$ cat src/design/mds_pkg.sv
// Package of constants, state encoding and helpers for the multiply/divide sequencer.
//
// Functional notes
// RULE1: Product goes to named register and to named register ORed with one.
// RULE2: Multiplier in source reg, multiplicand in destination reg, product built by add-and-shift.
// RULE3: Multiplier sign bit is copied into buffer register top after every shift; the code keeps the top at zero while the partial product is zero.
// RULE4: Branches look at multiplicand bit and counter as held at state start.
// RULE5: First setup state loads destination operand and sets shift counter to fifteen.
// RULE6: Second setup state clears buffer register and decrements shift counter.
// RULE7: Fifteen cycles: add source to buffer when low bit set, then shift.
// RULE8: Correct the product only when the multiplicand is negative.
// RULE9: After fifteen cycles subtract multiplier from high half if sign bit set.
// RULE10: Correct and no-correct states store high half and set codes on it.
// RULE11: Final state stores low half to named register ORed with one.
// RULE12: Final codes cover whole product: zero on all 32 bits, carry if not one word.
// RULE13: After final store go to break service if break sample saw a request.
// RULE14: Divide subtracts divisor on equal signs and adds it on differing signs.
// RULE15: Division is non-restoring; later steps of opposite sense repair underflow.
// RULE16: Subtracting step sets quotient bit without underflow, clears it with underflow.
// RULE17: Adding step clears quotient bit without underflow, sets it with underflow.
// RULE18: Divisor weight halves before each quotient step, done as a dividend left shift.
// RULE19: Quotient too large to represent is flagged as overflow, no result.
// RULE20: Underflow is a reduction that flips the partial remainder sign.
// RULE21: Divisor in source reg, dividend high in buffer, low in destination reg.
// RULE22: Zero divisor aborts and sets carry, overflow and zero codes.
// RULE23: Register file is written only in the product store states.
`default_nettype none

package mds_pkg;

  localparam logic [3:0]  SC_INIT   = 4'hF;
  localparam logic [3:0]  SC_ZERO   = 4'h0;
  localparam logic [3:0]  SC_STEP   = 4'h1;
  localparam logic [2:0]  ODD_REG   = 3'h1;
  localparam logic [15:0] WORD_ZERO = 16'h0000;

  typedef enum logic [3:0] {
    idle_state,
    product_load_state,
    product_clear_state,
    product_add_shift_state,
    product_shift_state,
    product_nocorrect_state,
    product_correct_state,
    product_low_store_state,
    div_check_state,
    div_overflow_state,
    div_step_state,
    div_done_state
  } mds_state_t;

  typedef struct packed {
    mds_state_t  microaddress_register;
    logic [15:0] source_operand_reg;
    logic [15:0] destination_operand_reg;
    logic [15:0] buffer_reg;
    logic        buffer_ext;
    logic [3:0]  shift_counter;
    logic [2:0]  named_reg;
    logic        break_request_sample;
    logic        busy;
    logic        wr_en;
    logic [2:0]  wr_sel;
    logic [15:0] wr_data;
    logic        cc_load;
    logic        cc_n;
    logic        cc_z;
    logic        cc_v;
    logic        cc_c;
    logic        goto_break;
    logic        goto_fetch;
    logic        div_done;
    logic        div_error;
    logic [15:0] quotient;
    logic [15:0] remainder;
  } mds_regs_t;

  function automatic logic [17:0] mds_sx18(input logic [15:0] w);
    return {{2{w[15]}}, w};
  endfunction : mds_sx18

  function automatic logic [17:0] mds_zx18(input logic [15:0] w);
    return {2'b00, w};
  endfunction : mds_zx18

endpackage : mds_pkg

`default_nettype wire

$ cat src/design/mds_addsub.sv
// Shared 18-bit adder/subtractor of the sequencer datapath.
`default_nettype none

module mds_addsub
  import mds_pkg::*;
(
  input  wire logic [17:0] op_a,
  input  wire logic [17:0] op_b,
  input  wire logic        sub,
  output logic      [17:0] sum
);

  always_comb
  begin
    sum = sub ? (op_a - op_b) : (op_a + op_b);
  end

endmodule : mds_addsub

`default_nettype wire

$ cat src/design/mds_ccgen.sv
// Condition code generator for a single word or a two-word product.
`default_nettype none

module mds_ccgen
  import mds_pkg::*;
(
  input  wire logic [15:0] hi_word,
  input  wire logic [15:0] lo_word,
  input  wire logic        whole,
  output logic             n_flag,
  output logic             z_flag,
  output logic             c_flag
);

  always_comb
  begin
    n_flag = hi_word[15];
    if (whole)
    begin
      z_flag = ({hi_word, lo_word} == {WORD_ZERO, WORD_ZERO});
      c_flag = (hi_word != {16{lo_word[15]}});
    end
    else
    begin
      z_flag = (hi_word == WORD_ZERO);
      c_flag = 1'b0;
    end
  end

endmodule : mds_ccgen

`default_nettype wire

$ cat src/design/mds_seq.sv
// Multiply and non-restoring divide sequencer with its operand registers.
//
// Strobed register access and the register addresses were chosen for this implementation.
`default_nettype none

module mds_seq
  import mds_pkg::*;
(
  input  wire logic        clk,
  input  wire logic        rst,
  input  wire logic        mul_start,
  input  wire logic        div_start,
  input  wire logic        abort,
  input  wire logic        brq,
  input  wire logic [2:0]  reg_sel,
  input  wire logic [15:0] src_operand,
  input  wire logic [15:0] dst_operand,
  input  wire logic [15:0] low_operand,
  output logic             busy,
  output logic             wr_en,
  output logic      [2:0]  wr_sel,
  output logic      [15:0] wr_data,
  output logic             cc_load,
  output logic             cc_n,
  output logic             cc_z,
  output logic             cc_v,
  output logic             cc_c,
  output logic             goto_break,
  output logic             goto_fetch,
  output logic             div_done,
  output logic             div_error,
  output logic      [15:0] quotient,
  output logic      [15:0] remainder
);

  // ---------------------------------------------------------------------
  // State and shared datapath
  // ---------------------------------------------------------------------
  mds_regs_t   s_ff;
  mds_regs_t   nxt_s;
  mds_state_t  st;
  logic [17:0] alu_a;
  logic [17:0] alu_b;
  logic        alu_sub;
  logic [17:0] alu_sum;
  logic [15:0] cc_hi;
  logic        cc_whole;
  logic        gen_n;
  logic        gen_z;
  logic        gen_c;
  logic        step_uf;
  logic        step_q;

  assign st = s_ff.microaddress_register;

  mds_addsub u_alu (
    .op_a (alu_a),
    .op_b (alu_b),
    .sub  (alu_sub),
    .sum  (alu_sum)
  );

  mds_ccgen u_cc (
    .hi_word (cc_hi),
    .lo_word (s_ff.destination_operand_reg),
    .whole   (cc_whole),
    .n_flag  (gen_n),
    .z_flag  (gen_z),
    .c_flag  (gen_c)
  );

  // ---------------------------------------------------------------------
  // ALU operand steering
  // ---------------------------------------------------------------------
  always_comb
  begin
    alu_a   = mds_zx18(s_ff.buffer_reg);
    alu_b   = mds_zx18(s_ff.source_operand_reg);
    alu_sub = 1'b0;
    case (st)
      product_add_shift_state,
      product_correct_state:
      begin
        // Signed operands keep the 17-bit partial product exact.
        alu_a   = mds_sx18(s_ff.buffer_reg);
        alu_b   = mds_sx18(s_ff.source_operand_reg);
        alu_sub = (st == product_correct_state); // RULE9
      end
      div_overflow_state:
      begin
        // The dividend is positive here, so equal signs mean a positive divisor.
        alu_b   = mds_sx18(s_ff.source_operand_reg);
        alu_sub = ~s_ff.source_operand_reg[15]; // RULE14
      end
      div_step_state:
      begin
        // Doubling the remainder stands in for halving the divisor weight.
        alu_a   = {s_ff.buffer_ext, s_ff.buffer_reg,
                   s_ff.destination_operand_reg[15]}; // RULE18
        alu_b   = mds_sx18(s_ff.source_operand_reg);
        alu_sub = (s_ff.buffer_ext == s_ff.source_operand_reg[15]); // RULE14
      end
      default:
      begin
        alu_sub = 1'b0;
      end
    endcase
  end

  // Underflow is a sign flip of the partial remainder across the reduction.
  assign step_uf = (alu_sum[17] != alu_a[17]); // RULE20
  assign step_q  = alu_sub ? ~step_uf : step_uf; // RULE16 RULE17

  always_comb
  begin
    cc_whole = (st == product_low_store_state);
    cc_hi    = s_ff.buffer_reg;
    // The last multiply cycle shifts once more, so the high half that is
    // stored and tested is the word after that shift.
    if (st == product_correct_state)
    begin
      cc_hi = alu_sum[16:1];
    end
    else if (st == product_nocorrect_state)
    begin
      cc_hi = {s_ff.buffer_reg[15], s_ff.buffer_reg[15:1]};
    end
  end

  // ---------------------------------------------------------------------
  // Sequencer
  // ---------------------------------------------------------------------
  always_comb
  begin
    nxt_s            = s_ff;
    nxt_s.wr_en      = 1'b0;
    nxt_s.cc_load    = 1'b0;
    nxt_s.goto_break = 1'b0;
    nxt_s.goto_fetch = 1'b0;
    nxt_s.div_done   = 1'b0;
    nxt_s.div_error  = 1'b0;
    case (st)
      idle_state:
      begin
        if (mul_start)
        begin
          nxt_s.source_operand_reg   = src_operand; // RULE2
          nxt_s.named_reg            = reg_sel;
          nxt_s.microaddress_register = product_load_state;
        end
        else if (div_start)
        begin
          nxt_s.source_operand_reg      = src_operand; // RULE21
          nxt_s.buffer_reg              = dst_operand;
          nxt_s.destination_operand_reg = low_operand;
          nxt_s.buffer_ext              = 1'b0;
          nxt_s.shift_counter           = SC_INIT;
          nxt_s.microaddress_register   = div_check_state;
        end
      end
      product_load_state:
      begin
        nxt_s.destination_operand_reg = dst_operand; // RULE5
        nxt_s.shift_counter           = SC_INIT;
        nxt_s.microaddress_register   = product_clear_state;
      end
      product_clear_state:
      begin
        nxt_s.buffer_reg    = WORD_ZERO; // RULE6
        nxt_s.shift_counter = s_ff.shift_counter - SC_STEP;
        // The multiplicand is not shifted yet, so bit 0 picks the first cycle.
        nxt_s.microaddress_register = s_ff.destination_operand_reg[0]
                                      ? product_add_shift_state
                                      : product_shift_state; // RULE4
      end
      product_add_shift_state,
      product_shift_state:
      begin
        if (st == product_add_shift_state)
        begin
          // The sum's own sign fills the top: that is the multiplier sign once
          // anything was added, and a still-zero partial product stays zero.
          nxt_s.buffer_reg = alu_sum[16:1]; // RULE3 RULE7
          nxt_s.destination_operand_reg = {alu_sum[0],
                                           s_ff.destination_operand_reg[15:1]};
        end
        else
        begin
          nxt_s.buffer_reg = {s_ff.buffer_reg[15], s_ff.buffer_reg[15:1]}; // RULE3
          nxt_s.destination_operand_reg = {s_ff.buffer_reg[0],
                                           s_ff.destination_operand_reg[15:1]};
        end
        nxt_s.shift_counter = s_ff.shift_counter - SC_STEP;
        // Bit 1 is the bit that lands in the low position with this shift, so
        // the branch sees the value the next state starts with, as the
        // time-pulse clocked microaddress would.
        if (s_ff.shift_counter == SC_ZERO)
        begin
          nxt_s.microaddress_register = s_ff.destination_operand_reg[1]
                                        ? product_correct_state
                                        : product_nocorrect_state; // RULE4 RULE8
        end
        else
        begin
          nxt_s.microaddress_register = s_ff.destination_operand_reg[1]
                                        ? product_add_shift_state
                                        : product_shift_state; // RULE4 RULE7
        end
      end
      product_nocorrect_state,
      product_correct_state:
      begin
        nxt_s.buffer_reg           = cc_hi; // RULE9
        nxt_s.destination_operand_reg = {((st == product_correct_state) ? alu_sum[0]
                                          : s_ff.buffer_reg[0]),
                                         s_ff.destination_operand_reg[15:1]};
        nxt_s.wr_en                = 1'b1; // RULE10 RULE23
        nxt_s.wr_sel               = s_ff.named_reg; // RULE1
        nxt_s.wr_data              = cc_hi;
        nxt_s.cc_load              = 1'b1;
        nxt_s.cc_n                 = gen_n;
        nxt_s.cc_z                 = gen_z;
        nxt_s.cc_v                 = 1'b0;
        nxt_s.cc_c                 = gen_c;
        nxt_s.break_request_sample = brq; // RULE13
        nxt_s.microaddress_register = product_low_store_state;
      end
      product_low_store_state:
      begin
        nxt_s.wr_en   = 1'b1; // RULE23
        nxt_s.wr_sel  = s_ff.named_reg | ODD_REG; // RULE1 RULE11
        nxt_s.wr_data = s_ff.destination_operand_reg;
        nxt_s.cc_load = 1'b1; // RULE12
        nxt_s.cc_n    = gen_n;
        nxt_s.cc_z    = gen_z;
        nxt_s.cc_v    = 1'b0;
        nxt_s.cc_c    = gen_c;
        nxt_s.goto_break = s_ff.break_request_sample; // RULE13
        nxt_s.goto_fetch = ~s_ff.break_request_sample;
        nxt_s.microaddress_register = idle_state;
      end
      div_check_state:
      begin
        if (s_ff.source_operand_reg == WORD_ZERO)
        begin
          nxt_s.cc_load   = 1'b1; // RULE22
          nxt_s.cc_n      = 1'b0;
          nxt_s.cc_z      = 1'b1;
          nxt_s.cc_v      = 1'b1;
          nxt_s.cc_c      = 1'b1;
          nxt_s.div_error = 1'b1;
          nxt_s.div_done  = 1'b1;
          nxt_s.microaddress_register = idle_state;
        end
        else
        begin
          nxt_s.microaddress_register = div_overflow_state;
        end
      end
      div_overflow_state:
      begin
        // A trial reduction of the unshifted high half that does not
        // underflow means the quotient needs more than one word.
        if (!step_uf)
        begin
          nxt_s.cc_load   = 1'b1; // RULE19
          nxt_s.cc_n      = 1'b0;
          nxt_s.cc_z      = 1'b0;
          nxt_s.cc_v      = 1'b1;
          nxt_s.cc_c      = 1'b0;
          nxt_s.div_error = 1'b1;
          nxt_s.div_done  = 1'b1;
          nxt_s.microaddress_register = idle_state;
        end
        else
        begin
          nxt_s.microaddress_register = div_step_state;
        end
      end
      div_step_state:
      begin
        // No restore on underflow: the next step simply reduces the other way.
        {nxt_s.buffer_ext, nxt_s.buffer_reg} = alu_sum[16:0]; // RULE15
        nxt_s.destination_operand_reg = {s_ff.destination_operand_reg[14:0],
                                         step_q}; // RULE21
        nxt_s.shift_counter = s_ff.shift_counter - SC_STEP;
        if (s_ff.shift_counter == SC_ZERO)
        begin
          nxt_s.microaddress_register = div_done_state;
        end
      end
      div_done_state:
      begin
        nxt_s.quotient  = s_ff.destination_operand_reg;
        nxt_s.remainder = s_ff.buffer_reg;
        nxt_s.div_done  = 1'b1;
        nxt_s.microaddress_register = idle_state;
      end
      default:
      begin
        nxt_s.microaddress_register = idle_state;
      end
    endcase
    // An abort cancels any store not yet issued; a high-half store already on wr_en in product_low_store_state still lands.
    if (abort && (st != idle_state))
    begin
      nxt_s.microaddress_register = idle_state; // RULE23
      nxt_s.wr_en      = 1'b0;
      nxt_s.cc_load    = 1'b0;
      nxt_s.goto_break = 1'b0;
      nxt_s.goto_fetch = 1'b0;
      nxt_s.div_done   = 1'b0;
      nxt_s.div_error  = 1'b0;
    end
    nxt_s.busy = (nxt_s.microaddress_register != idle_state);
  end

  always_ff @(posedge clk)
  begin
    if (rst)
    begin
      s_ff <= '0;
    end
    else
    begin
      s_ff <= nxt_s;
    end
  end

  // ---------------------------------------------------------------------
  // Outputs
  // ---------------------------------------------------------------------
  assign busy       = s_ff.busy;
  assign wr_en      = s_ff.wr_en;
  assign wr_sel     = s_ff.wr_sel;
  assign wr_data    = s_ff.wr_data;
  assign cc_load    = s_ff.cc_load;
  assign cc_n       = s_ff.cc_n;
  assign cc_z       = s_ff.cc_z;
  assign cc_v       = s_ff.cc_v;
  assign cc_c       = s_ff.cc_c;
  assign goto_break = s_ff.goto_break;
  assign goto_fetch = s_ff.goto_fetch;
  assign div_done   = s_ff.div_done;
  assign div_error  = s_ff.div_error;
  assign quotient   = s_ff.quotient;
  assign remainder  = s_ff.remainder;

  // ---------------------------------------------------------------------
  // Assertions
  // ---------------------------------------------------------------------
  load_init_a: assert property (@(posedge clk) disable iff (rst || abort) // RULE5
    st == product_load_state |=> s_ff.shift_counter == SC_INIT
      && s_ff.destination_operand_reg == $past(dst_operand))
    else $error("setup did not load operand and counter");

  clear_buf_a: assert property (@(posedge clk) disable iff (rst || abort) // RULE6
    st == product_clear_state |=> s_ff.buffer_reg == WORD_ZERO
      && s_ff.shift_counter == 4'hE)
    else $error("second setup state did not clear and decrement");

  sign_copy_a: assert property (@(posedge clk) disable iff (rst || abort) // RULE3
    (st == product_add_shift_state || st == product_shift_state)
      |=> s_ff.buffer_reg[15] == (s_ff.source_operand_reg[15]
        && (s_ff.buffer_reg != WORD_ZERO || s_ff.destination_operand_reg[15])))
    else $error("multiplier sign not copied after shift");

  fifteen_cycles_a: assert property (@(posedge clk) disable iff (rst || abort) // RULE7
    st == product_clear_state |=> ##15 (st == product_correct_state
      || st == product_nocorrect_state))
    else $error("multiply loop did not run fifteen cycles");

  high_store_a: assert property (@(posedge clk) disable iff (rst || abort) // RULE10
    (st == product_correct_state || st == product_nocorrect_state)
      |=> wr_en && cc_load && wr_sel == s_ff.named_reg && wr_data == s_ff.buffer_reg)
    else $error("high product half not stored");

  low_store_a: assert property (@(posedge clk) disable iff (rst || abort) // RULE11
    st == product_low_store_state |=> wr_en
      && wr_sel == (s_ff.named_reg | ODD_REG) && wr_data == s_ff.destination_operand_reg)
    else $error("low product half not stored to paired register");

  break_route_a: assert property (@(posedge clk) disable iff (rst || abort) // RULE13
    st == product_low_store_state |=> goto_break == $past(s_ff.break_request_sample)
      && goto_fetch == !goto_break)
    else $error("wrong exit after final store");

  zero_div_a: assert property (@(posedge clk) disable iff (rst || abort) // RULE22
    (st == div_check_state && s_ff.source_operand_reg == WORD_ZERO)
      |=> cc_c && cc_v && cc_z && div_error && !busy)
    else $error("zero divisor not flagged");

  qbit_sign_a: assert property (@(posedge clk) disable iff (rst || abort) // RULE16
    st == div_step_state |=> s_ff.destination_operand_reg[0]
      == (s_ff.buffer_ext == s_ff.source_operand_reg[15]))
    else $error("quotient bit disagrees with remainder sign");

  store_only_a: assert property (@(posedge clk) disable iff (rst) // RULE23
    wr_en |-> $past(st) inside {product_correct_state, product_nocorrect_state,
      product_low_store_state})
    else $error("register write outside store states");

endmodule : mds_seq

`default_nettype wire

$ cat config.mk
export PLATFORM = sky130hd
export DESIGN_NAME = mds_seq
export DESIGN_NICKNAME = d
export VERILOG_FILES = /design/src/design/mds_pkg.sv /design/src/design/mds_addsub.sv /design/src/design/mds_ccgen.sv /design/src/design/mds_seq.sv
export SDC_FILE = /design/constraint.sdc
export NUM_CORES = 1
export LEC_CHECK = 0
export ABC_CLOCK_PERIOD_IN_PS = 8700
export BUFFER_PORTS_ARGS = -buffer_cell sky130_fd_sc_hd__buf_2
export CAP_MARGIN = 20
export CORE_MARGIN = 2
export CORE_UTILIZATION = 50
export CTS_BUF_LIST = sky130_fd_sc_hd__clkbuf_8
export DETAILED_ROUTE_END_ITERATION = 10
export PLACE_DENSITY = 0.74
export SETUP_SLACK_MARGIN = 0.3
export SLEW_MARGIN = 20
export SYNTH_ARGS = -nofsm -noshare
export SYNTH_HDL_FRONTEND = slang
export SYNTH_SLANG_ARGS = --single-unit
$ cat constraint.sdc
create_clock -name clk -period 8.7 [get_ports clk]
set_input_delay 1.74 -clock clk [delete_from_list [all_inputs] [get_ports clk]]
set_output_delay 1.74 -clock clk [all_outputs]
set_load 0.02 [all_outputs]
# ---- Word level (Yosys, flattened, before mapping)
# Cells that the tools add are included.
dict set report op_classes {
  mux 35
  addsub 3
  n_reduce_logical 31
  n_eq_ne 19
  bitwise 4
}
# cell count
set op_table {}
lappend op_table {{16-bit one-hot mux with 5 select lines} 2}
lappend op_table {{57-bit two-way mux} 1}
lappend op_table {{20-bit one-hot mux with 2 select lines} 1}
lappend op_table {{37-bit two-way mux} 1}
lappend op_table {{18-bit two-way mux} 2}
lappend op_table {{18-bit one-hot mux with 2 select lines} 1}
lappend op_table {{16-bit zero test} 2}
lappend op_table {{32-bit zero test} 1}
lappend op_table {{32-bit two-way mux} 1}
lappend op_table {{4-bit one-hot mux with 8 select lines} 1}
lappend op_table {{20-bit two-way mux} 1}
lappend op_table {{18-bit adder} 1}
lappend op_table {{18-bit subtractor} 1}
lappend op_table {{4-bit by 3-bit == test with 1-bit output (second input constant)} 4}
lappend op_table {{4-bit == test (second input constant)} 4}
lappend op_table {{16-bit two-way mux} 1}
lappend op_table {{4-bit two-way mux} 4}
lappend op_table {{16-bit inequality test} 1}
lappend op_table {{15-bit two-way mux} 1}
lappend op_table {{5-bit one-hot mux with 3 select lines} 1}
lappend op_table {{3-bit AND reduction} 5}
lappend op_table {{4-bit one-hot mux with 3 select lines} 1}
lappend op_table {{5-bit two-way mux} 2}
lappend op_table {{2-bit inequality test (second input constant)} 5}
lappend op_table {{22 further kinds} 47}
dict set report totals {
  reg_bits 123
  output_inout_bits 62
  elab_cells 116
  in_bits 57
}

# ---- Logic depth before layout (Yosys ltp)
# Gate-level depths: netlist of the first run.
dict set report depth {
  depth_word 10
  depth_mapped 20
  depth_no_buf 18
}

# ---- By module
# From an unflattened synthesis of the first run, not the netlist that was laid out.
dict set report unflattened {
  hier_cells 1035
  hier_area_um2 8134.1
}
# module cells_each seq_area_each_um2 instances area_per_inst_um2
set modules_own_cells {}
lappend modules_own_cells {mds_seq 846 2462.4 1 6794.0}
lappend modules_own_cells {mds_addsub 170 0.0 1 1219.9}
lappend modules_own_cells {mds_ccgen 19 0.0 1 120.1}

# ---- Worst setup path after synthesis of the first run
# No wires, ideal clock.
dict set report synth_path {
  path_kind {flip-flop to flip-flop}
  start {reg s_ff, in the netlist st[2]}
  end {reg s_ff, in the netlist busy}
  required_ns 8.575
  setup_slack_ns 4.464
  arrival_ns 4.111
  setup_time_ns 0.125
  stages_incl_launch_ff 20
  synth_period_minus_slack_ns 4.236
  n_path_buf 5
  cell_sequence {dfxtp_1 -> buf_2 -> nand2b_1 -> buf_2 -> nor2_1 -> clkbuf_1 -> buf_1 -> clkbuf_1 -> nand2_1 -> nand2_1 -> ha_1 -> a21o_1 -> a211o_1 -> o21ai_2 -> nand2_1 -> a221o_1 -> xnor2_2 -> nand2b_4 -> nand3_1 -> o41a_1}
}
dict set report synth_between {
  elab_chain_cells 10
  word_cells_on_any_way 30
  cone_classes {2 x add/sub; 10 x eq/ne; 10 x mux; 8 x reduce/logical}
}
# item line_no
set synth_rtl {}
lappend synth_rtl {{from (decl)} mds_seq.sv:39} ;# mds_regs_t s_ff;
lappend synth_rtl {{from (signal assigned)} mds_seq.sv:326} ;# s_ff <= nxt_s;
lappend synth_rtl {{4-bit by 3-bit == test with 1-bit output, or another cell as far along} {mds_seq.sv:80, mds_seq.sv:87, mds_seq.sv:142}}
lappend synth_rtl {{2-bit OR reduction / 4-bit OR reduction (equally long branches)} n/a}
lappend synth_rtl {{18-bit one-hot mux with 2 select lines / 18-bit two-way mux (equally long branches)} mds_seq.sv:80} ;# case (st)
lappend synth_rtl {{18-bit adder / 18-bit subtractor (equally long branches)} mds_addsub.sv:15} ;# sum = sub ? (op_a - op_b) : (op_a + op_b);
lappend synth_rtl {{18-bit two-way mux} mds_addsub.sv:15}
lappend synth_rtl {{1-bit inequality test} mds_seq.sv:111} ;# assign step_uf = (alu_sum[17] != alu_a[17]);
lappend synth_rtl {{4-bit two-way mux} mds_seq.sv:264} ;# if (!step_uf)
lappend synth_rtl {{4-bit one-hot mux with 8 select lines} mds_seq.sv:142} ;# case (st)
lappend synth_rtl {{4-bit two-way mux *} mds_seq.sv:305} ;# if (abort && (st != idle_state))
lappend synth_rtl {{4-bit nonzero test *} mds_seq.sv:315} ;# nxt_s.busy = (nxt_s.microaddress_register != idle_state);
# Every way passes the cells marked *; elsewhere a longest branch is shown, timed or not. The select of a mux whose other input is x is not followed.
# A chain may end at the register's enable or synchronous reset.

# ---- Final worst setup path of the first run
dict set report layout_path {
  start {reg s_ff, in the netlist st[1]}
  end {reg s_ff, in the netlist cc_c}
}
dict set report layout_between {
  elab_chain_cells 9
  word_cells_on_any_way 26
  cone_classes {2 x add/sub; 11 x eq/ne; 8 x mux; 5 x reduce/logical}
}
# item line_no
set layout_rtl {}
lappend layout_rtl {{4-bit by 3-bit == test with 1-bit output, or another cell as far along} n/a}
lappend layout_rtl {{2-bit OR reduction / 4-bit OR reduction (equally long branches)} n/a}
lappend layout_rtl {{18-bit one-hot mux with 2 select lines / 18-bit two-way mux (equally long branches)} mds_seq.sv:80}
lappend layout_rtl {{18-bit adder / 18-bit subtractor (equally long branches)} mds_addsub.sv:15}
lappend layout_rtl {{18-bit two-way mux} mds_addsub.sv:15}
lappend layout_rtl {{16-bit two-way mux} mds_seq.sv:120} ;# if (st == product_correct_state)
lappend layout_rtl {{16-bit inequality test} mds_ccgen.sv:21} ;# c_flag = (hi_word != {16{lo_word[15]}});
lappend layout_rtl {{1-bit two-way mux} mds_ccgen.sv:18} ;# if (whole)
lappend layout_rtl {{5-bit one-hot mux with 3 select lines} mds_seq.sv:142}
# Parallel ways exist; a longest one is shown, timed or not.

==> results of run 1 <==
-- synth_stat cells (5+ instances only) --
| library cell | instances | area share |
|---|---|---|
| a211oi_1 | 10 | 0.0096 |
| a21o_1 | 9 | 0.0087 |
| a21oi_1 | 104 | 0.067 |
| a221o_1 | 7 | 0.0090 |
| a221oi_1 | 18 | 0.020 |
| a222oi_1 | 16 | 0.021 |
| a22oi_1 | 19 | 0.018 |
| a311oi_1 | 20 | 0.022 |
| a31oi_1 | 5 | 0.0040 |
| and2_1 | 5 | 0.0040 |
| and3_1 | 6 | 0.0048 |
| buf_2 | 6 | 0.0039 |
| buf_4 | 51 | 0.049 |
| clkbuf_1 | 60 | 0.029 |
| dfxtp_1 | 123 | 0.32 |
| ha_1 | 21 | 0.034 |
| inv_1 | 11 | 0.0053 |
| mux2i_1 | 6 | 0.0077 |
| nand2_1 | 230 | 0.11 |
| nand2b_1 | 16 | 0.013 |
| nand3_1 | 7 | 0.0045 |
| nand4_1 | 5 | 0.0040 |
| nor2_1 | 93 | 0.045 |
| nor2b_1 | 10 | 0.0080 |
| nor3_1 | 14 | 0.0090 |
| nor4_1 | 7 | 0.0056 |
| o21a_1 | 8 | 0.0077 |
| o21ai_0 | 22 | 0.014 |
| o21ai_1 | 7 | 0.0045 |
| xnor2_1 | 14 | 0.016 |
| xor2_1 | 17 | 0.019 |
-- per-layer routing --
layer | GRT usage | part of all wire | up-vias
met4 | 0.103 | 0.032 | 0
met2 | 0.439 | 0.44 | 426
met1 | 0.395 | 0.43 | 3658
li1 | - | - | 3750
met5 | 0 | 0 | -
met3 | 0.0586 | 0.098 | 71
-- worst max path at each step --
stage / to / slack (ns)
final: cc_c / 3.55
after global routing: cc_c / 3.16
after CTS: cc_c / 3.69
after detailed placement: cc_c / 3.71
after global placement: div_done / 3.84
after floorplan: busy / 4.46
-- cells by family after synthesis --
kind of cell	share of synthesized area
XOR/XNOR	0.0369
flip-flops	0.316
AND/OR/NAND/NOR	0.240
multiplexers	0.00771
adder cells (fa/ha/maj)	0.0363
AO/OA/AOI/OAI	0.275
buffers and inverters	0.0881
-- final cells by class --
type | count | area (um^2) | share of cell area
multi-input combinational | 783 | 4670 | 0.548
sequential | 123 | 2460 | 0.289
timing repair buffer | 131 | 698 | 0.0819
tap | 188 | 235 | 0.0276
clock buffer | 17 | 234 | 0.0274
clock inverter | 15 | 186 | 0.0219
inverter | 11 | 41.3 | 0.00484
-- sequential cells by signal (all words and copies together), names as in the netlist, 3 cells and up --
signal,flops
s_ff,57
quotient,16
remainder,16
wr_data,16
st,4
wr_sel,3
-- through the flow --
| stage | hold WS, ns | setup WS [ns] |
|---|---|---|
| after floorplan | 0.416 | 4.46 |
| after global routing | 0.468 | 3.16 |
| after detailed placement | 0.439 | 3.71 |
| after global placement | 0.440 | 3.84 |
| after CTS | 0.446 | 3.69 |
| final | 0.452 | 3.55 |
-- power by group through the flow --
| stage | clock network, mW | logic, mW | registers [mW] |
|---|---|---|---|
| after floorplan | 0 | 1.59 | 0.798 |
| after detailed placement | 0 | 2.02 | 0.926 |
| after global routing | 0.571 | 2.26 | 0.941 |
| final | 0.541 | 2.08 | 0.926 |
| after CTS | 0.545 | 2.03 | 0.914 |
| after global placement | 0 | 1.99 | 0.927 |
-- worst max-delay path, cell delays in order, from the launching register on --
cell,delay (ns)
dfxtp_1,0.80
nor2b_1,0.40
nand2_1,0.64
nand2_1,0.25
nand2_1,0.12
fa_1,0.49
a21o_1,0.23
a221oi_2,0.47
o221a_2,0.32
xnor2_1,0.10
o21a_1,0.22
nor4_1,0.32
nand4_1,0.17
a2bb2oi_1,0.17
o311a_1,0.34
==> impl_metrics.env, run 1 <==
export IMPL_root_buffer="clkbuf_8"
export IMPL_grt_max_degree=74
export IMPL_synth_flop_cell="dfxtp_1"
export IMPL_final_common_cell="nand2_1"
export IMPL_gp_congestion=0.969
export IMPL_clk_pin_slew_ns=0.08
export IMPL_postPlaceCellArea_um2=8100
export IMPL_syn_area_per_cell_um2=7.52
export IMPL_r2r_worst_path_cells=14
export IMPL_startpoint_type="register"
export IMPL_grt_overflow_total=0
export IMPL_worst_setup_path_type="register to register"
export IMPL_hold_buffers=0
export IMPL_ant_nets=0
export IMPL_area_growth_pct=9.41
export IMPL_reg2reg_from="st[1]"
export IMPL_viasPerCell=6.23
export IMPL_final_nets=1146
export IMPL_synth_seq_cells=123
export IMPL_final_cell_mix="nand2_1, dfxtp_1, buf_2, a21oi_1, nor2_1"
export IMPL_async_reset_ff_frac=0
export IMPL_whs_path_depth=2
export IMPL_cts_resized=0
export IMPL_slew_headroom=0.312
export IMPL_pwr_share_comb=0.586
export IMPL_worstPathArrival_ns=5.49
export IMPL_clk_path_buf_depth=2
export IMPL_fmax_mhz=194
export IMPL_htree_levels=4
export IMPL_r2r_slack_ns=3.55
export IMPL_slew_violations=0
export IMPL_vias=7905
export IMPL_fillers=1446
export IMPL_cts_tree="yes"
export IMPL_status="finished clean"
export IMPL_cap_violations=0
export IMPL_finalHoldViolCount=0
export IMPL_final_util=0.561
export IMPL_sequentialPowerShare=0.261
export IMPL_syn_area_um2=7790
export IMPL_place_inst=1236
export IMPL_drt_iter0_drc=1017
export IMPL_p_sw_frac=0.510
export IMPL_clk_latency_ns=0.45
export IMPL_grt_pass1_vias=6899
export IMPL_instances_no_fill=1268
export IMPL_worst_slew_pin_slew_ns=1.03
export IMPL_post_cts_buffers=0
export IMPL_insertedDiodeCount=0
export IMPL_r2r_end="cc_c"
export IMPL_numCtsBuffers=17
export IMPL_grt_pass1_wl_mm=37.2
export IMPL_antenna_found_initial=0
export IMPL_synth_nets=1115
export IMPL_clockPowerShare=0.153
export IMPL_drc=0
export IMPL_wl_per_cell_um=18.9
export IMPL_min_delay_start="quotient[6]"
export IMPL_drive_gt1_frac=0.181
export IMPL_totalPowerFinal_mw=3.54
export IMPL_finalClockSkew_ns=0.0135
export IMPL_core_um2=15200
export IMPL_min_path_type="register to register"
export IMPL_ioPinCount=119
export IMPL_totalWireLength_mm=24.0
export IMPL_setup_viol=0
export IMPL_fin_tns_setup_ns=0
export IMPL_synth_cell_type_count=80
export IMPL_fin_area_um2=8530
export IMPL_crit_fanout=25
export IMPL_die_w_um=129
export IMPL_firstDrtPassIters=7
export IMPL_period_minus_slack_ns=5.15
export IMPL_portBuffers=118
export IMPL_yosys_warnings=0
export IMPL_synth_edf_count=0
export IMPL_syn_inst=1036
export IMPL_cp_required_ns=9.04
export IMPL_cts_num_sinks=123
export IMPL_rsz0062_at_grt="no"
export IMPL_die_area_um2=16600
export IMPL_worstSetupStartpoint="st[1]"
export IMPL_dpl_hpwl_mm=17.3
export IMPL_power_switching_mw=1.81
export IMPL_hold_path_end="quotient[6]"
export IMPL_period_share=0.592
export IMPL_cellPowerDensity_nw_per_um2=416
export IMPL_p_int_mw=1.73
export IMPL_power_leakage_nw=3.52
export IMPL_die_h_um=129
export IMPL_initial_core_util=0.513
export IMPL_critPathCaptureType="register"
export IMPL_synth_seq_area_share=0.316
export IMPL_ir_worst_vdd_mv=0.290
export IMPL_row_count=45
export IMPL_grtUsageTotal=0.285
(Power assumes the default switching activity.)
==> run 2: changes to the inputs <==
Settings changed: ABC_AREA set to 1, ABC_CLOCK_PERIOD_IN_PS 8700 to 4610, PLACE_DENSITY 0.74 to 0.76.
Clock period 8.7 ns to 4.61 ns, I/O delays scaled along.
==> run 2 against run 1 <==
Worst hold slack worse by 0.022 ns. Largest power group unchanged. Critical path type unchanged. Final cell count rose by 21%. Clock skew hardly changed.
==> impl_metrics.env, run 2 <==
export IMPL_cpMostUsedCell="nand2_1"
export IMPL_cts_tree="yes"
export IMPL_wl_per_cell_um=16.1
export IMPL_hold_path_end="goto_fetch"
export IMPL_yosysTopAreaCellShare=0.299
export IMPL_synth_commonest_cells="nand2_1, inv_1, dfxtp_1"
export IMPL_totalWireLength_mm=24.8
export IMPL_worst_setup_path_type="register to register"
export IMPL_synth_cell_type_count=47
export IMPL_reg2reg_from="s_ff[103]"
export IMPL_insertedDiodeCount=0
export IMPL_status="finished clean"
export IMPL_cpPeakStageDelay_ns=0.35
export IMPL_largest_register="s_ff"
export IMPL_critPathCaptureType="register"
export IMPL_cp_required_ns=4.99
export IMPL_fillers=1614
export IMPL_sequentialPowerShare=0.248
export IMPL_grt_pass1_vias=7932
export IMPL_regArea_um2=2460
export IMPL_synth_nets=1345
export IMPL_slew_violations=0
export IMPL_cts_num_sinks=123
export IMPL_finalHoldViolCount=0
export IMPL_grt_pass1_wl_mm=40.3
export IMPL_whs_path_depth=1
export IMPL_ioPinCount=119
export IMPL_die_h_um=132
export IMPL_syn_area_um2=8230
export IMPL_yosys_warnings=0
export IMPL_yosysMostFrequentCell="nand2_1"
export IMPL_drt_iter0_drc=935
export IMPL_synth_flop_cell="dfxtp_1"
export IMPL_min_path_type="register to register"
export IMPL_final_cell_mix="nand2_1, inv_1, dfxtp_1, o21ai_0, buf_2"
export IMPL_period_share=0.818
export IMPL_gp_congestion=0.993
export IMPL_die_area_um2=17500
export IMPL_cellPowerDensity_nw_per_um2=666
export IMPL_fin_tns_setup_ns=0
export IMPL_synth_seq_area_share=0.299
export IMPL_grtUsageTotal=0.286
export IMPL_post_cts_buffers=0
export IMPL_cap_violations=0
export IMPL_r2r_end="cc_z"
export IMPL_htree_levels=4
export IMPL_slew_headroom=0.319
export IMPL_row_count=46
export IMPL_multiInputGateArea_um2=4580
export IMPL_final_common_cell="nand2_1"
export IMPL_cts_resized=0
export IMPL_rsz0062_at_grt="no"
export IMPL_startpoint_type="register"
export IMPL_portBuffers=118
export IMPL_ant_nets=0
export IMPL_clk_latency_ns=0.46
export IMPL_r2r_worst_path_cells=25
export IMPL_place_ws_ns=0.858
export IMPL_syn_area_per_cell_um2=6.50
export IMPL_numCtsBuffers=17
export IMPL_setup_viol=0
export IMPL_viasPerCell=5.59
export IMPL_totalPowerFinal_mw=5.97
export IMPL_p_sw_frac=0.533
export IMPL_final_util=0.561
export IMPL_fmax_mhz=265
export IMPL_power_leakage_nw=4.30
export IMPL_root_buffer="clkbuf_8"
export IMPL_drive_gt1_frac=0.159
export IMPL_clockPowerShare=0.158
export IMPL_p_int_mw=2.79
export IMPL_worst_slew_pin_slew_ns=1.02
export IMPL_pwr_share_comb=0.593
export IMPL_grt_overflow_total=0
export IMPL_dpl_hpwl_mm=18.8
export IMPL_final_nets=1389
export IMPL_antenna_found_initial=0
export IMPL_grt_max_degree=82
export IMPL_setup_slack_ns=0.841
export IMPL_ir_worst_vdd_mv=0.392
export IMPL_r2r_slack_ns=0.84
export IMPL_clk_pin_slew_ns=0.08
export IMPL_synth_top_area_cell="dfxtp_1"
export IMPL_crit_fanout=5
export IMPL_critPathTopFamily="simple AND/OR/NAND/NOR gates"
export IMPL_cp_num_buf_inv=3
export IMPL_core_um2=16000
export IMPL_largest_reg_flops=57
export IMPL_period_minus_slack_ns=3.77
export IMPL_clk_path_buf_depth=2
export IMPL_initial_core_util=0.514
export IMPL_async_reset_ff_frac=0
export IMPL_power_switching_mw=3.18
export IMPL_firstDrtPassIters=7
export IMPL_synth_edf_count=0
export IMPL_area_growth_pct=9.07
export IMPL_synth_area_leaders="dfxtp_1, nand2_1, o21ai_0, a21oi_1, inv_1"
export IMPL_min_delay_start="s_ff[62]"
export IMPL_vias=8609
export IMPL_critPathSlowestCell="dfxtp_1"
export IMPL_whs_ns=0.430
export IMPL_worstPathArrival_ns=4.15
export IMPL_hold_buffers=0
export IMPL_finalClockSkew_ns=0.0138
export IMPL_synth_seq_cells=123
export IMPL_syn_inst=1266
export IMPL_drc=0
export IMPL_die_w_um=132
==> run 2: worst max path at each step <==
stage / start / endpoint / slack [ns] / depth (start not counted)
after global routing: s_ff[103] / cc_z / 0.30 / 25
after global placement: s_ff[103] / cc_c / 0.86 / 24
after CTS: s_ff[103] / cc_z / 0.81 / 25
final: s_ff[103] / cc_z / 0.84 / 25
after detailed placement: s_ff[103] / cc_c / 0.86 / 25
after floorplan: st[1] / cc_c / 1.26 / 20
==> run 2: cell families (layout without fill, tap and decap cells) <==
kind of cell / count (synthesis) / count (layout) / share of synthesized area
and+or+nand+nor: 510 / 510 / 0.266
AOI/OAI and AO/OA: 326 / 326 / 0.230
buffers and inverters: 263 / 320 / 0.147
DFF: 123 / 123 / 0.299
adders and majority gates: 22 / 22 / 0.0344
xor gates and xnor gates: 22 / 22 / 0.0234
==> run 2: layer usage <==
| layer | wire [um] | part of all wire | vias up | track usage |
|---|---|---|---|---|
| li1 | - | - | 4231 | - |
| met1 | 10600 | 0.43 | 3913 | 0.384 |
| met2 | 11100 | 0.45 | 389 | 0.449 |
| met3 | 2230 | 0.090 | 76 | 0.0600 |
| met4 | 896 | 0.036 | 0 | 0.113 |
| met5 | 0 | 0 | - | 0 |
==> run 2: through the flow <==
step	area, um^2	cells
floorplan	8230	1266
global placement	8580	1507
detailed placement	8580	1507
CTS	8960	1539
global route	8970	1539
finish	8970	1539
==> run 2: area by class of cell <==
type                       count  area share
timing repair buffer         129      0.0750
clock buffer                  17      0.0261
inverter                     159      0.0669
multi-input combinational    880       0.510
sequential                   123       0.274
clock inverter                15      0.0170
tap                          216      0.0301
==> run 2: power by group through the flow <==
stage / registers (mW) / clock network [mW] / logic, mW
after floorplan: 1.45 / 0 / 2.65
after global placement: 1.50 / 0 / 3.43
after detailed placement: 1.50 / 0 / 3.48
after CTS: 1.48 / 0.955 / 3.50
after global routing: 1.51 / 1.01 / 3.98
final: 1.48 / 0.944 / 3.54
